**src/cget_pkg.sv**
```systemverilog
// How it works
// - reference ticks divided by 8, 4 or 2 give the 4, 8, 16 MHz sample clock
// - straps high,low: 00 gives 4, 01 gives 8, 10 gives 16, 11 gives none
// - a fitted strap reads as 0, an absent strap as 1
// - both strap levels are readable in the third status register
// - eight clock outputs carry one identical gated sample clock waveform
// - run starts outputs on a sample rising edge, halt stops on next falling
// - reference fixed at 32 MHz; sample and output rising edges align with it
// - halt gates only the outputs; internal clock ticks keep running
// - sample window is sixteen sample periods: 4, 2 or 1 us
// - two 4-bit counters count sample and reference periods; the first wraps each window, the second clears each sample period
// - an event freezes the position counters, outputs keep running
// - position counts latch into upper byte of register one 1 us after event
// - attention flags position ready; result may be lost at next event
// - run clears position counters, counting starts at the next sample rising edge
// - 24-bit interval counter runs on sample clock ticks and wraps
// - interval counter idle after reset until first event, flag readable
// - event stalls interval counter 1 us, latches 24 bits, clears, restarts
// - attention flags interval ready; unread result overwritten by next event
// - attention rises 1 us after event, held until read, clear or reset
// - attention leaves through a mask: reset or disable masks, enable unmasks
// - register three: attention, mask, low strap, high strap, first event
// - bit 11 of register one always reads zero
package cget_pkg;

  // ==========================================================================
  // clocking
  localparam int unsigned CORE_CLK_KHZ  = 200000;
  localparam int unsigned REF_CLK_KHZ   = 32000;
  localparam int unsigned CLK_GCD_KHZ   = 8000;
  localparam int unsigned CORE_PERIOD_NS = 5;
  // fractional divider: REF_STEP ticks per REF_MOD core cycles
  localparam logic [4:0]  REF_STEP      = 5'(REF_CLK_KHZ / CLK_GCD_KHZ);
  localparam logic [4:0]  REF_MOD       = 5'(CORE_CLK_KHZ / CLK_GCD_KHZ);

  // ==========================================================================
  // timing
  localparam int unsigned EVT_HOLD_NS   = 1000;
  localparam int unsigned EVT_HOLD_CYC  = EVT_HOLD_NS / CORE_PERIOD_NS;
  localparam logic [7:0]  EVT_HOLD_LAST = 8'(EVT_HOLD_CYC - 1);

  // ==========================================================================
  // sample clock divider phase masks (divide by 8, 4, 2)
  localparam logic [1:0]  SEL_4MHZ      = 2'h0;
  localparam logic [1:0]  SEL_8MHZ      = 2'h1;
  localparam logic [1:0]  SEL_16MHZ     = 2'h2;
  localparam logic [1:0]  SEL_OFF       = 2'h3;
  localparam logic [2:0]  MASK_DIV8     = 3'h7;
  localparam logic [2:0]  MASK_DIV4     = 3'h3;
  localparam logic [2:0]  MASK_DIV2     = 3'h1;
  localparam logic [2:0]  HALF_DIV8     = 3'h4;
  localparam logic [2:0]  HALF_DIV4     = 3'h2;
  localparam logic [2:0]  HALF_DIV2     = 3'h1;

  // ==========================================================================
  // widths
  localparam int unsigned NUM_OUT_CLK   = 8;
  localparam int unsigned IVL_W         = 24;
  localparam int unsigned DATA_W        = 16;

  // ==========================================================================
  // command decode: function codes and subaddresses
  localparam logic [4:0]  FN_READ       = 5'h00;
  localparam logic [4:0]  FN_TEST       = 5'h08;
  localparam logic [4:0]  FN_RESET      = 5'h09;
  localparam logic [4:0]  FN_CLEAR      = 5'h0A;
  localparam logic [4:0]  FN_DISABLE    = 5'h18;
  localparam logic [4:0]  FN_ENABLE     = 5'h1A;
  localparam logic [3:0]  SA_REG1       = 4'h0;
  localparam logic [3:0]  SA_REG2       = 4'h1;
  localparam logic [3:0]  SA_REG3       = 4'h2;
  localparam logic [3:0]  SA_CTRL       = 4'hF;

  // register three bit positions
  localparam int unsigned R3_ATTN       = 0;
  localparam int unsigned R3_MASK       = 1;
  localparam int unsigned R3_STRAP_LO   = 2;
  localparam int unsigned R3_STRAP_HI   = 3;
  localparam int unsigned R3_FIRST      = 4;

  // event sequencer
  typedef enum logic [0:0]
  {
    EV_IDLE = 1'b0,
    EV_HOLD = 1'b1
  } cget_ev_state_e;

endpackage

```
**src/cget_clock_gate_event_timer.sv**
```systemverilog
`timescale 1ns/10ps
module cget_clock_gate_event_timer
  import cget_pkg::*;
(
  // clock and reset
  input  wire logic                   core_clk,
  input  wire logic                   reset_n,
  // command pulses, active low, asynchronous
  input  wire logic                   run_n,
  input  wire logic                   halt_n,
  input  wire logic                   event_n,
  // frequency select straps, fitted strap reads 0
  input  wire logic                   freq_select_strap_low,
  input  wire logic                   freq_select_strap_high,
  // command port
  input  wire logic                   cmd_valid,
  input  wire logic [4:0]             cmd_func,
  input  wire logic [3:0]             cmd_addr,
  output logic [DATA_W-1:0]           cmd_rdata,
  output logic                        cmd_q,
  output logic                        cmd_x,
  // attention request, after the mask
  output logic                        attention_request,
  // gated external clocks
  output logic [NUM_OUT_CLK-1:0]      ext_clk
);

  // ==========================================================================
  // declarations
  logic                 run_pulse, halt_pulse, event_pulse;
  logic                 soft_rst_ff, rst_all;
  logic [1:0]           strap_ff;
  logic [4:0]           ref_acc_ff;
  logic [5:0]           ref_acc_sum;
  logic                 ref_wrap, ref_tick_ff;
  logic [2:0]           ref_div_ff, div_mask, div_half, phase, phase_next;
  logic                 clk_off, sample_rise, sample_fall, sample_level;
  logic                 run_pend_ff, halt_pend_ff, gate_on_ff, nxt_gate_on;
  logic [NUM_OUT_CLK-1:0] ext_clk_ff;
  logic [3:0]           window_slot_count_ff, fine_slot_count_ff;
  logic                 pos_arm_ff, pos_en_ff;
  logic [IVL_W-1:0]     ivl_cnt_ff, ivl_latch_ff;
  logic                 first_event_ff, ivl_en_ff;
  cget_ev_state_e       ev_state_ff;
  logic [7:0]           hold_cnt_ff;
  logic                 hold_done;
  logic [7:0]           pos_latch_ff;
  logic                 attn_ff, mask_en_ff, attention_ff;
  logic                 cmd_read1, cmd_read2, cmd_read3, cmd_test, cmd_reset;
  logic                 cmd_clear, cmd_disable, cmd_enable, cmd_known;
  logic [DATA_W-1:0]    reg1_val, reg2_val, reg3_val;
  logic [DATA_W-1:0]    nxt_rdata, rdata_ff;
  logic                 q_ff, x_ff;

  // ==========================================================================
  // pin synchronisers
  cget_pulse_sync u_run_sync
  (
    .core_clk   (core_clk),
    .reset_n    (reset_n),
    .pulse_n    (run_n),
    .fall_pulse (run_pulse)
  );

  cget_pulse_sync u_halt_sync
  (
    .core_clk   (core_clk),
    .reset_n    (reset_n),
    .pulse_n    (halt_n),
    .fall_pulse (halt_pulse)
  );

  cget_pulse_sync u_event_sync
  (
    .core_clk   (core_clk),
    .reset_n    (reset_n),
    .pulse_n    (event_n),
    .fall_pulse (event_pulse)
  );

  // ==========================================================================
  // reset: pin reset or the board reset command
  assign rst_all = ~reset_n | soft_rst_ff;

  always_ff @(posedge core_clk)
  begin
    if (!reset_n)
      soft_rst_ff <= 1'b0;
    else
      soft_rst_ff <= cmd_reset;
  end

  // straps are sampled every cycle so a refit takes effect live
  always_ff @(posedge core_clk)
  begin
    if (!reset_n)
      strap_ff <= SEL_OFF;
    else
      strap_ff <= {freq_select_strap_high, freq_select_strap_low};
  end

  // ==========================================================================
  // 32 MHz reference tick from the 200 MHz core clock
  // fractional divider: ticks jitter by one core cycle, average rate exact
  assign ref_acc_sum = {1'b0, ref_acc_ff} + {1'b0, REF_STEP};
  assign ref_wrap    = (ref_acc_sum >= {1'b0, REF_MOD});

  always_ff @(posedge core_clk)
  begin
    if (!reset_n)
    begin
      ref_acc_ff  <= 5'h00;
      ref_tick_ff <= 1'b0;
    end
    else
    begin
      ref_acc_ff  <= ref_wrap ? 5'(ref_acc_sum - {1'b0, REF_MOD}) : ref_acc_sum[4:0];
      ref_tick_ff <= ref_wrap;
    end
  end

  // ==========================================================================
  // sample clock: reference divided by 8, 4 or 2 per straps
  assign div_mask = (strap_ff == SEL_4MHZ)  ? MASK_DIV8 :
                    (strap_ff == SEL_8MHZ)  ? MASK_DIV4 :
                                              MASK_DIV2;
  assign div_half = (strap_ff == SEL_4MHZ)  ? HALF_DIV8 :
                    (strap_ff == SEL_8MHZ)  ? HALF_DIV4 :
                                              HALF_DIV2;
  assign clk_off      = (strap_ff == SEL_OFF);
  assign phase        = ref_div_ff & div_mask;
  assign phase_next   = 3'(phase + 3'h1) & div_mask;
  // rising edge coincides with a reference tick where the phase wraps
  assign sample_rise  = ref_tick_ff & ~clk_off & (phase == div_mask);
  assign sample_fall  = ref_tick_ff & ~clk_off & (phase_next == div_half);
  // level high in the first half of the period, so it rises on the wrap
  assign sample_level = ~clk_off & ((phase & div_half) == 3'h0);

  // divider keeps running through halt; only outputs are gated
  always_ff @(posedge core_clk)
  begin
    if (!reset_n)
      ref_div_ff <= 3'h0;
    else if (ref_tick_ff)
      ref_div_ff <= 3'(ref_div_ff + 3'h1);
  end

  // ==========================================================================
  // output gate: run opens on a rise, halt closes on the next fall
  // far side halts before a new run; a halt also drops a start still pending
  assign nxt_gate_on = (run_pend_ff & sample_rise)  ? 1'b1 :
                       (halt_pend_ff & sample_fall) ? 1'b0 :
                                                      gate_on_ff;

  always_ff @(posedge core_clk)
  begin
    if (rst_all)
    begin
      run_pend_ff  <= 1'b0;
      halt_pend_ff <= 1'b0;
      gate_on_ff   <= 1'b0;
    end
    else
    begin
      run_pend_ff  <= run_pulse | (run_pend_ff & ~sample_rise & ~halt_pulse);
      halt_pend_ff <= halt_pulse | (halt_pend_ff & ~sample_fall);
      gate_on_ff   <= nxt_gate_on;
    end
  end

  // eight identical copies; registered so each pin is a flop output
  genvar gi;
  generate
    for (gi = 0; gi < NUM_OUT_CLK; gi++)
    begin : g_ext
      always_ff @(posedge core_clk)
      begin
        if (rst_all)
          ext_clk_ff[gi] <= 1'b0;
        else
          ext_clk_ff[gi] <= sample_level & nxt_gate_on;
      end
    end
  endgenerate

  // ==========================================================================
  // window position counters
  // slot count wraps at sixteen sample periods, which is the window length
  always_ff @(posedge core_clk)
  begin
    if (rst_all)
    begin
      window_slot_count_ff <= 4'h0;
      fine_slot_count_ff   <= 4'h0;
      pos_arm_ff           <= 1'b0;
      pos_en_ff            <= 1'b0;
    end
    else if (run_pulse)
    begin
      window_slot_count_ff <= 4'h0;
      fine_slot_count_ff   <= 4'h0;
      pos_arm_ff           <= 1'b1;
      pos_en_ff            <= 1'b0;
    end
    else if (event_pulse)
      pos_en_ff <= 1'b0;
    else if (pos_arm_ff)
    begin
      // enable on the first sample rise after the clear
      if (sample_rise)
      begin
        pos_arm_ff <= 1'b0;
        pos_en_ff  <= 1'b1;
      end
    end
    else if (pos_en_ff)
    begin
      if (sample_rise)
      begin
        window_slot_count_ff <= 4'(window_slot_count_ff + 4'h1);
        fine_slot_count_ff   <= 4'h0;
      end
      else if (ref_tick_ff)
        fine_slot_count_ff <= 4'(fine_slot_count_ff + 4'h1);
    end
  end

  // ==========================================================================
  // event sequencer: 1 us hold after each event seen while idle
  assign hold_done = (ev_state_ff == EV_HOLD) & (hold_cnt_ff == EVT_HOLD_LAST);

  always_ff @(posedge core_clk)
  begin
    if (rst_all)
    begin
      ev_state_ff <= EV_IDLE;
      hold_cnt_ff <= 8'h00;
    end
    else
    begin
      unique case (ev_state_ff)
        EV_IDLE:
        begin
          hold_cnt_ff <= 8'h00;
          if (event_pulse)
            ev_state_ff <= EV_HOLD;
        end
        EV_HOLD:
        begin
          // an event inside the hold is absorbed by the running hold
          hold_cnt_ff <= 8'(hold_cnt_ff + 8'h01);
          if (hold_done)
            ev_state_ff <= EV_IDLE;
        end
      endcase
    end
  end

  // ==========================================================================
  // interval counter and latches
  always_ff @(posedge core_clk)
  begin
    if (rst_all)
    begin
      ivl_cnt_ff     <= '0;
      ivl_latch_ff   <= '0;
      ivl_en_ff      <= 1'b0;
      first_event_ff <= 1'b0;
      pos_latch_ff   <= 8'h00;
    end
    else
    begin
      if (event_pulse & (ev_state_ff == EV_IDLE))
      begin
        ivl_en_ff      <= 1'b0;
        ivl_latch_ff   <= ivl_cnt_ff;
        first_event_ff <= 1'b1;
      end
      else if (hold_done)
      begin
        ivl_cnt_ff   <= '0;
        ivl_en_ff    <= 1'b1;
        pos_latch_ff <= {window_slot_count_ff, 1'b0, fine_slot_count_ff[2:0]};
      end
      else if (ivl_en_ff & sample_rise)
        ivl_cnt_ff <= IVL_W'(ivl_cnt_ff + 1'b1);
    end
  end

  // ==========================================================================
  // attention flag and mask; a new result wins over a same-cycle clear
  always_ff @(posedge core_clk)
  begin
    if (rst_all)
    begin
      attn_ff      <= 1'b0;
      mask_en_ff   <= 1'b0;
      attention_ff <= 1'b0;
    end
    else
    begin
      attn_ff      <= hold_done | (attn_ff & ~(cmd_read1 | cmd_read2 | cmd_clear));
      mask_en_ff   <= cmd_enable | (mask_en_ff & ~cmd_disable);
      attention_ff <= attn_ff & mask_en_ff;
    end
  end

  // ==========================================================================
  // command decode
  assign cmd_read1   = cmd_valid & (cmd_func == FN_READ)    & (cmd_addr == SA_REG1);
  assign cmd_read2   = cmd_valid & (cmd_func == FN_READ)    & (cmd_addr == SA_REG2);
  assign cmd_read3   = cmd_valid & (cmd_func == FN_READ)    & (cmd_addr == SA_REG3);
  assign cmd_test    = cmd_valid & (cmd_func == FN_TEST)    & (cmd_addr == SA_CTRL);
  assign cmd_reset   = cmd_valid & (cmd_func == FN_RESET)   & (cmd_addr == SA_CTRL);
  assign cmd_clear   = cmd_valid & (cmd_func == FN_CLEAR)   & (cmd_addr == SA_REG1);
  assign cmd_disable = cmd_valid & (cmd_func == FN_DISABLE) & (cmd_addr == SA_REG1);
  assign cmd_enable  = cmd_valid & (cmd_func == FN_ENABLE)  & (cmd_addr == SA_REG1);
  assign cmd_known   = cmd_read1 | cmd_read2 | cmd_read3 | cmd_test |
                       cmd_reset | cmd_clear | cmd_disable | cmd_enable;

  // register images
  assign reg1_val = {pos_latch_ff, ivl_latch_ff[23:16]};
  assign reg2_val = ivl_latch_ff[15:0];
  assign reg3_val = {11'h000, first_event_ff, strap_ff[1], strap_ff[0],
                     mask_en_ff, attn_ff};
  assign nxt_rdata = cmd_read1 ? reg1_val :
                     cmd_read2 ? reg2_val :
                     cmd_read3 ? reg3_val :
                                 16'h0000;

  // answer one cycle after the command; q mirrors masked attention on test
  always_ff @(posedge core_clk)
  begin
    if (!reset_n)
    begin
      rdata_ff <= 16'h0000;
      q_ff     <= 1'b0;
      x_ff     <= 1'b0;
    end
    else
    begin
      rdata_ff <= nxt_rdata;
      q_ff     <= cmd_test ? (attn_ff & mask_en_ff) : cmd_known;
      x_ff     <= cmd_known;
    end
  end

  // ==========================================================================
  // outputs
  assign cmd_rdata         = rdata_ff;
  assign cmd_q             = q_ff;
  assign cmd_x             = x_ff;
  assign attention_request = attention_ff;
  assign ext_clk           = ext_clk_ff;

endmodule

```
**src/cget_pulse_sync.sv**
```systemverilog
`timescale 1ns/10ps
// two-flop synchroniser with falling edge detector for active-low pulses
module cget_pulse_sync
(
  // clock and reset
  input  wire logic core_clk,
  input  wire logic reset_n,
  // pin and pulse
  input  wire logic pulse_n,
  output logic      fall_pulse
);

  logic meta_ff;
  logic sync_ff;
  logic prev_ff;

  // ==========================================================================
  // synchroniser: meta_ff is read by sync_ff only
  always_ff @(posedge core_clk)
  begin
    if (!reset_n)
    begin
      meta_ff <= 1'b1;
      sync_ff <= 1'b1;
      prev_ff <= 1'b1;
    end
    else
    begin
      meta_ff <= pulse_n;
      sync_ff <= meta_ff;
      prev_ff <= sync_ff;
    end
  end

  // one-cycle pulse on the leading (falling) edge
  assign fall_pulse = prev_ff & ~sync_ff;

endmodule
```
**config.mk**
```make
export PLATFORM = sky130hd
export DESIGN_NAME = cget_clock_gate_event_timer
export DESIGN_NICKNAME = d
export VERILOG_FILES = /design/src/cget_pkg.sv /design/src/cget_clock_gate_event_timer.sv /design/src/cget_pulse_sync.sv
export SDC_FILE = /design/constraint.sdc
export NUM_CORES = 1
export LEC_CHECK = 0
export ABC_CLOCK_PERIOD_IN_PS = 3100
export BUFFER_PORTS_ARGS = -buffer_cell sky130_fd_sc_hd__buf_4
export CAP_MARGIN = 20
export CORE_ASPECT_RATIO = 1.5
export CORE_MARGIN = 8
export CORE_UTILIZATION = 60
export CTS_CLUSTER_SIZE = 20
export DETAILED_ROUTE_END_ITERATION = 10
export MAX_ROUTING_LAYER = met4
export PLACE_DENSITY = 0.8
export REMOVE_ABC_BUFFERS = 1
export SYNTH_ARGS = -nofsm -noshare
export SYNTH_HDL_FRONTEND = slang
export SYNTH_SLANG_ARGS = --single-unit
```
**constraint.sdc**
```tcl
create_clock -name core_clk -period 3.1 [get_ports core_clk]
set_input_delay 0.465 -clock core_clk [delete_from_list [all_inputs] [get_ports core_clk]]
set_output_delay 0.465 -clock core_clk [all_outputs]
set_load 0.02 [all_outputs]
```
==> results.toml <==
[routing]
vias = 4502
firstDrtPassIters = 5
wl_per_cell_um = 16.4
avgViaCountPerCell = 6.04
wirelength_mm = 12.2
drc = 0
drt-initial-drc-count = 261
ant_nets = 0

[clock_network]
cts_setup_buffers = 0
cts_max_level = 4
cts_inserted_buffers = 17
insertion_delay_ns = 0.41
hold_buffers = 0
cts_tree = "built"
path_clk_slew_ns = 0.05
clockBufferDepth = 2
ctsResizeCount = 0
cts_root_buf = "clkbuf_16"
clkSinkCount = 121

[timing]
final_max_slew_viol_count = 0
finClkSkew_ns = 0.00702
rsz0062_at_grt = "no"
fin_crit_sh_pct = 74.2
worst_slew_pin_slew_ns = 0.911
setup_ws_ns = 0.800
slew_headroom_pct = 39.2
max_freq_mhz = 435
hold_viol_final = 0
finalCriticalPeriod_ns = 2.30
setup_viol = 0
fin_tns_setup_ns = 0

[die]
die_height_um = 130
start_util_pct = 61.5
ios = 44
dieArea_um2 = 11900
core_um2 = 8410
rows = 41
die-width_um = 91.8

[worst_setup_path]
crit_chain = "ha_1 > nand4b_1 > or4_1 > nand2_1 > buf_4 > a21oi_1"
crit_family = "simple AND/OR/NAND/NOR gates"
reg2reg_depth = 6
max_stage_delay_ns = 0.60
start_kind = "register"
crit_type = "reg2reg"
path_depth = 6
cp_max_fo = 16
cp.buffers_inverters = 1
startpoint = "hold_cnt_ff[0]"
critPathCaptureType = "register"
rrSetupSlack_ns = 0.80
worstPathArrival_ns = 2.58
r2r-start = "hold_cnt_ff[0]"
crit_slowest_cell = "or4_1"
setup.worst_path.end = "ivl_cnt_ff[7]"
cp.required_ns = 3.38
r2r-end = "ivl_cnt_ff[7]"

[placement]
dp_slack_ns = 0.863
dp_hpwl_mm = 8.33
place_congestion = 0.837
numPortBuffers = 43
postPlaceCellArea_um2 = 5510

[synth]
avgSynthCellArea_um2 = 8.70
ys_types = 56
synth.top_cell.area_share_pct = 46.8
synth_ff_type = "dfxtp_1"
async_flop_share_pct = 0
yosysWarnings = 0
synth_seq_cells = 121
synth-edff-count = 0
synth_cells = 595
synth_area_um2 = 5170
yosysTopAreaCell = "dfxtp_1"
synth_area_leaders = "dfxtp_1, nand2_1, a21oi_1"
yosysSeqAreaShare_pct = 46.8

[pwr]
p_per_area_nw_per_um2 = 626
power.leakage_nw = 2.22
worst_ir_drop_vdd_uv = 465

[cells_and_area]
syn_to_final_growth_pct = 18.1
layout_common_cells = "dfxtp_1, nand2_1, a21oi_1"
final_common_cell = "dfxtp_1"
final_nets = 655
fillCellCount = 619
final_util_pct = 72.6
drive_above_1_share_pct = 13.8
diodes = 0
fin_area_um2 = 6110

[global_route]
grt_pass1_wl_mm = 20.5
grt_max_degree = 41
grt_pass1_vias = 4401
gr-usage-all-layers_pct = 21.7
antenna_found_initial = 0
grt_overflow = 0

[run_status]
outcome = "completed"

[job]
cap_violations = 0

[worst_hold_path]
min_path_type = "in2reg"
==> routing by layer <==
| metal | track usage [%] | part of all wire (%) |
|---|---|---|
| met4 | 9.90 | 2.4 |
| met3 | 5.46 | 4.9 |
| met1 | 22.0 | 40 |
| met2 | 38.6 | 53 |
| met5 | - | 0 |
==> final cells by class <==
type,instances,area (µm²),share of cell area (%)
Tap cell,107,134,2.19
Timing Repair Buffer,49,368,6.02
Multi-Input combinational cell,427,2550,41.7
Clock inverter,8,119,1.95
Clock buffer,23,478,7.82
Inverter,10,37.5,0.615
Sequential cell,121,2420,39.7
==> worst min path at each step <==
stage	from	end	cells past startpoint
global route	event_n	u_event_sync.meta_ff	2
finish	halt_n	u_halt_sync.meta_ff	2
detailed placement	u_halt_sync.meta_ff	u_halt_sync.sync_ff	1
CTS	run_n	u_run_sync.meta_ff	2
global placement	u_event_sync.meta_ff	u_event_sync.sync_ff	1
floorplan	u_event_sync.meta_ff	u_event_sync.sync_ff	1
==> through the flow <==
stage	hold slack, ns	total power [mW]	std cells
3_3_place_gp	0.393	1.86	714
3_5_place_dp	0.404	1.87	714
4_1_cts	0.238	3.83	745
5_1_grt	0.247	3.94	745
2_1_floorplan	0.386	1.79	558
6_report	0.244	3.82	745
==> Yosys cell counts (10+ instances only) <==
cell type and instances:
nand2b_1 18, nor2b_1 10, nor2_1 41, o21ai_1 10
clkbuf_1 24, dfxtp_1 121, nand4_1 10, a21oi_1 66
nand2_1 98, or4_1 11, ha_1 12, nand3_1 20
mux2i_1 14
==> state kept, by name, indices dropped and copies added, names as in the netlist, 2 cells and up <==
name / flops
ivl_cnt_ff: 24
ivl_latch_ff: 24
cmd_rdata: 16
hold_cnt_ff: 8
pos_latch_ff: 7
ref_acc_ff: 5
window_slot_count_ff: 4
fine_slot_count_ff: 3
ref_div_ff: 3
strap_ff: 2
==> where the power goes <==
group / internal (mW) / switching [mW] / total, mW
combinational: 0.0893 / 0.138 / 0.227
sequential: 1.58 / 0.0350 / 1.62
clock: 1.32 / 0.660 / 1.98
total: 2.99 / 0.833 / 3.82
==> cell families after synthesis <==
| kind of cell | count (synthesis) | synth area share, % |
|---|---|---|
| compound gates | 123 | 14.3 |
| xor+xnor | 15 | 2.54 |
| fa+ha+maj | 12 | 2.90 |
| buf+inv | 47 | 4.06 |
| flops | 121 | 46.8 |
| mux | 14 | 2.71 |
| simple gates | 263 | 26.7 |
Note: power is estimated with default switching activity, not from simulation.
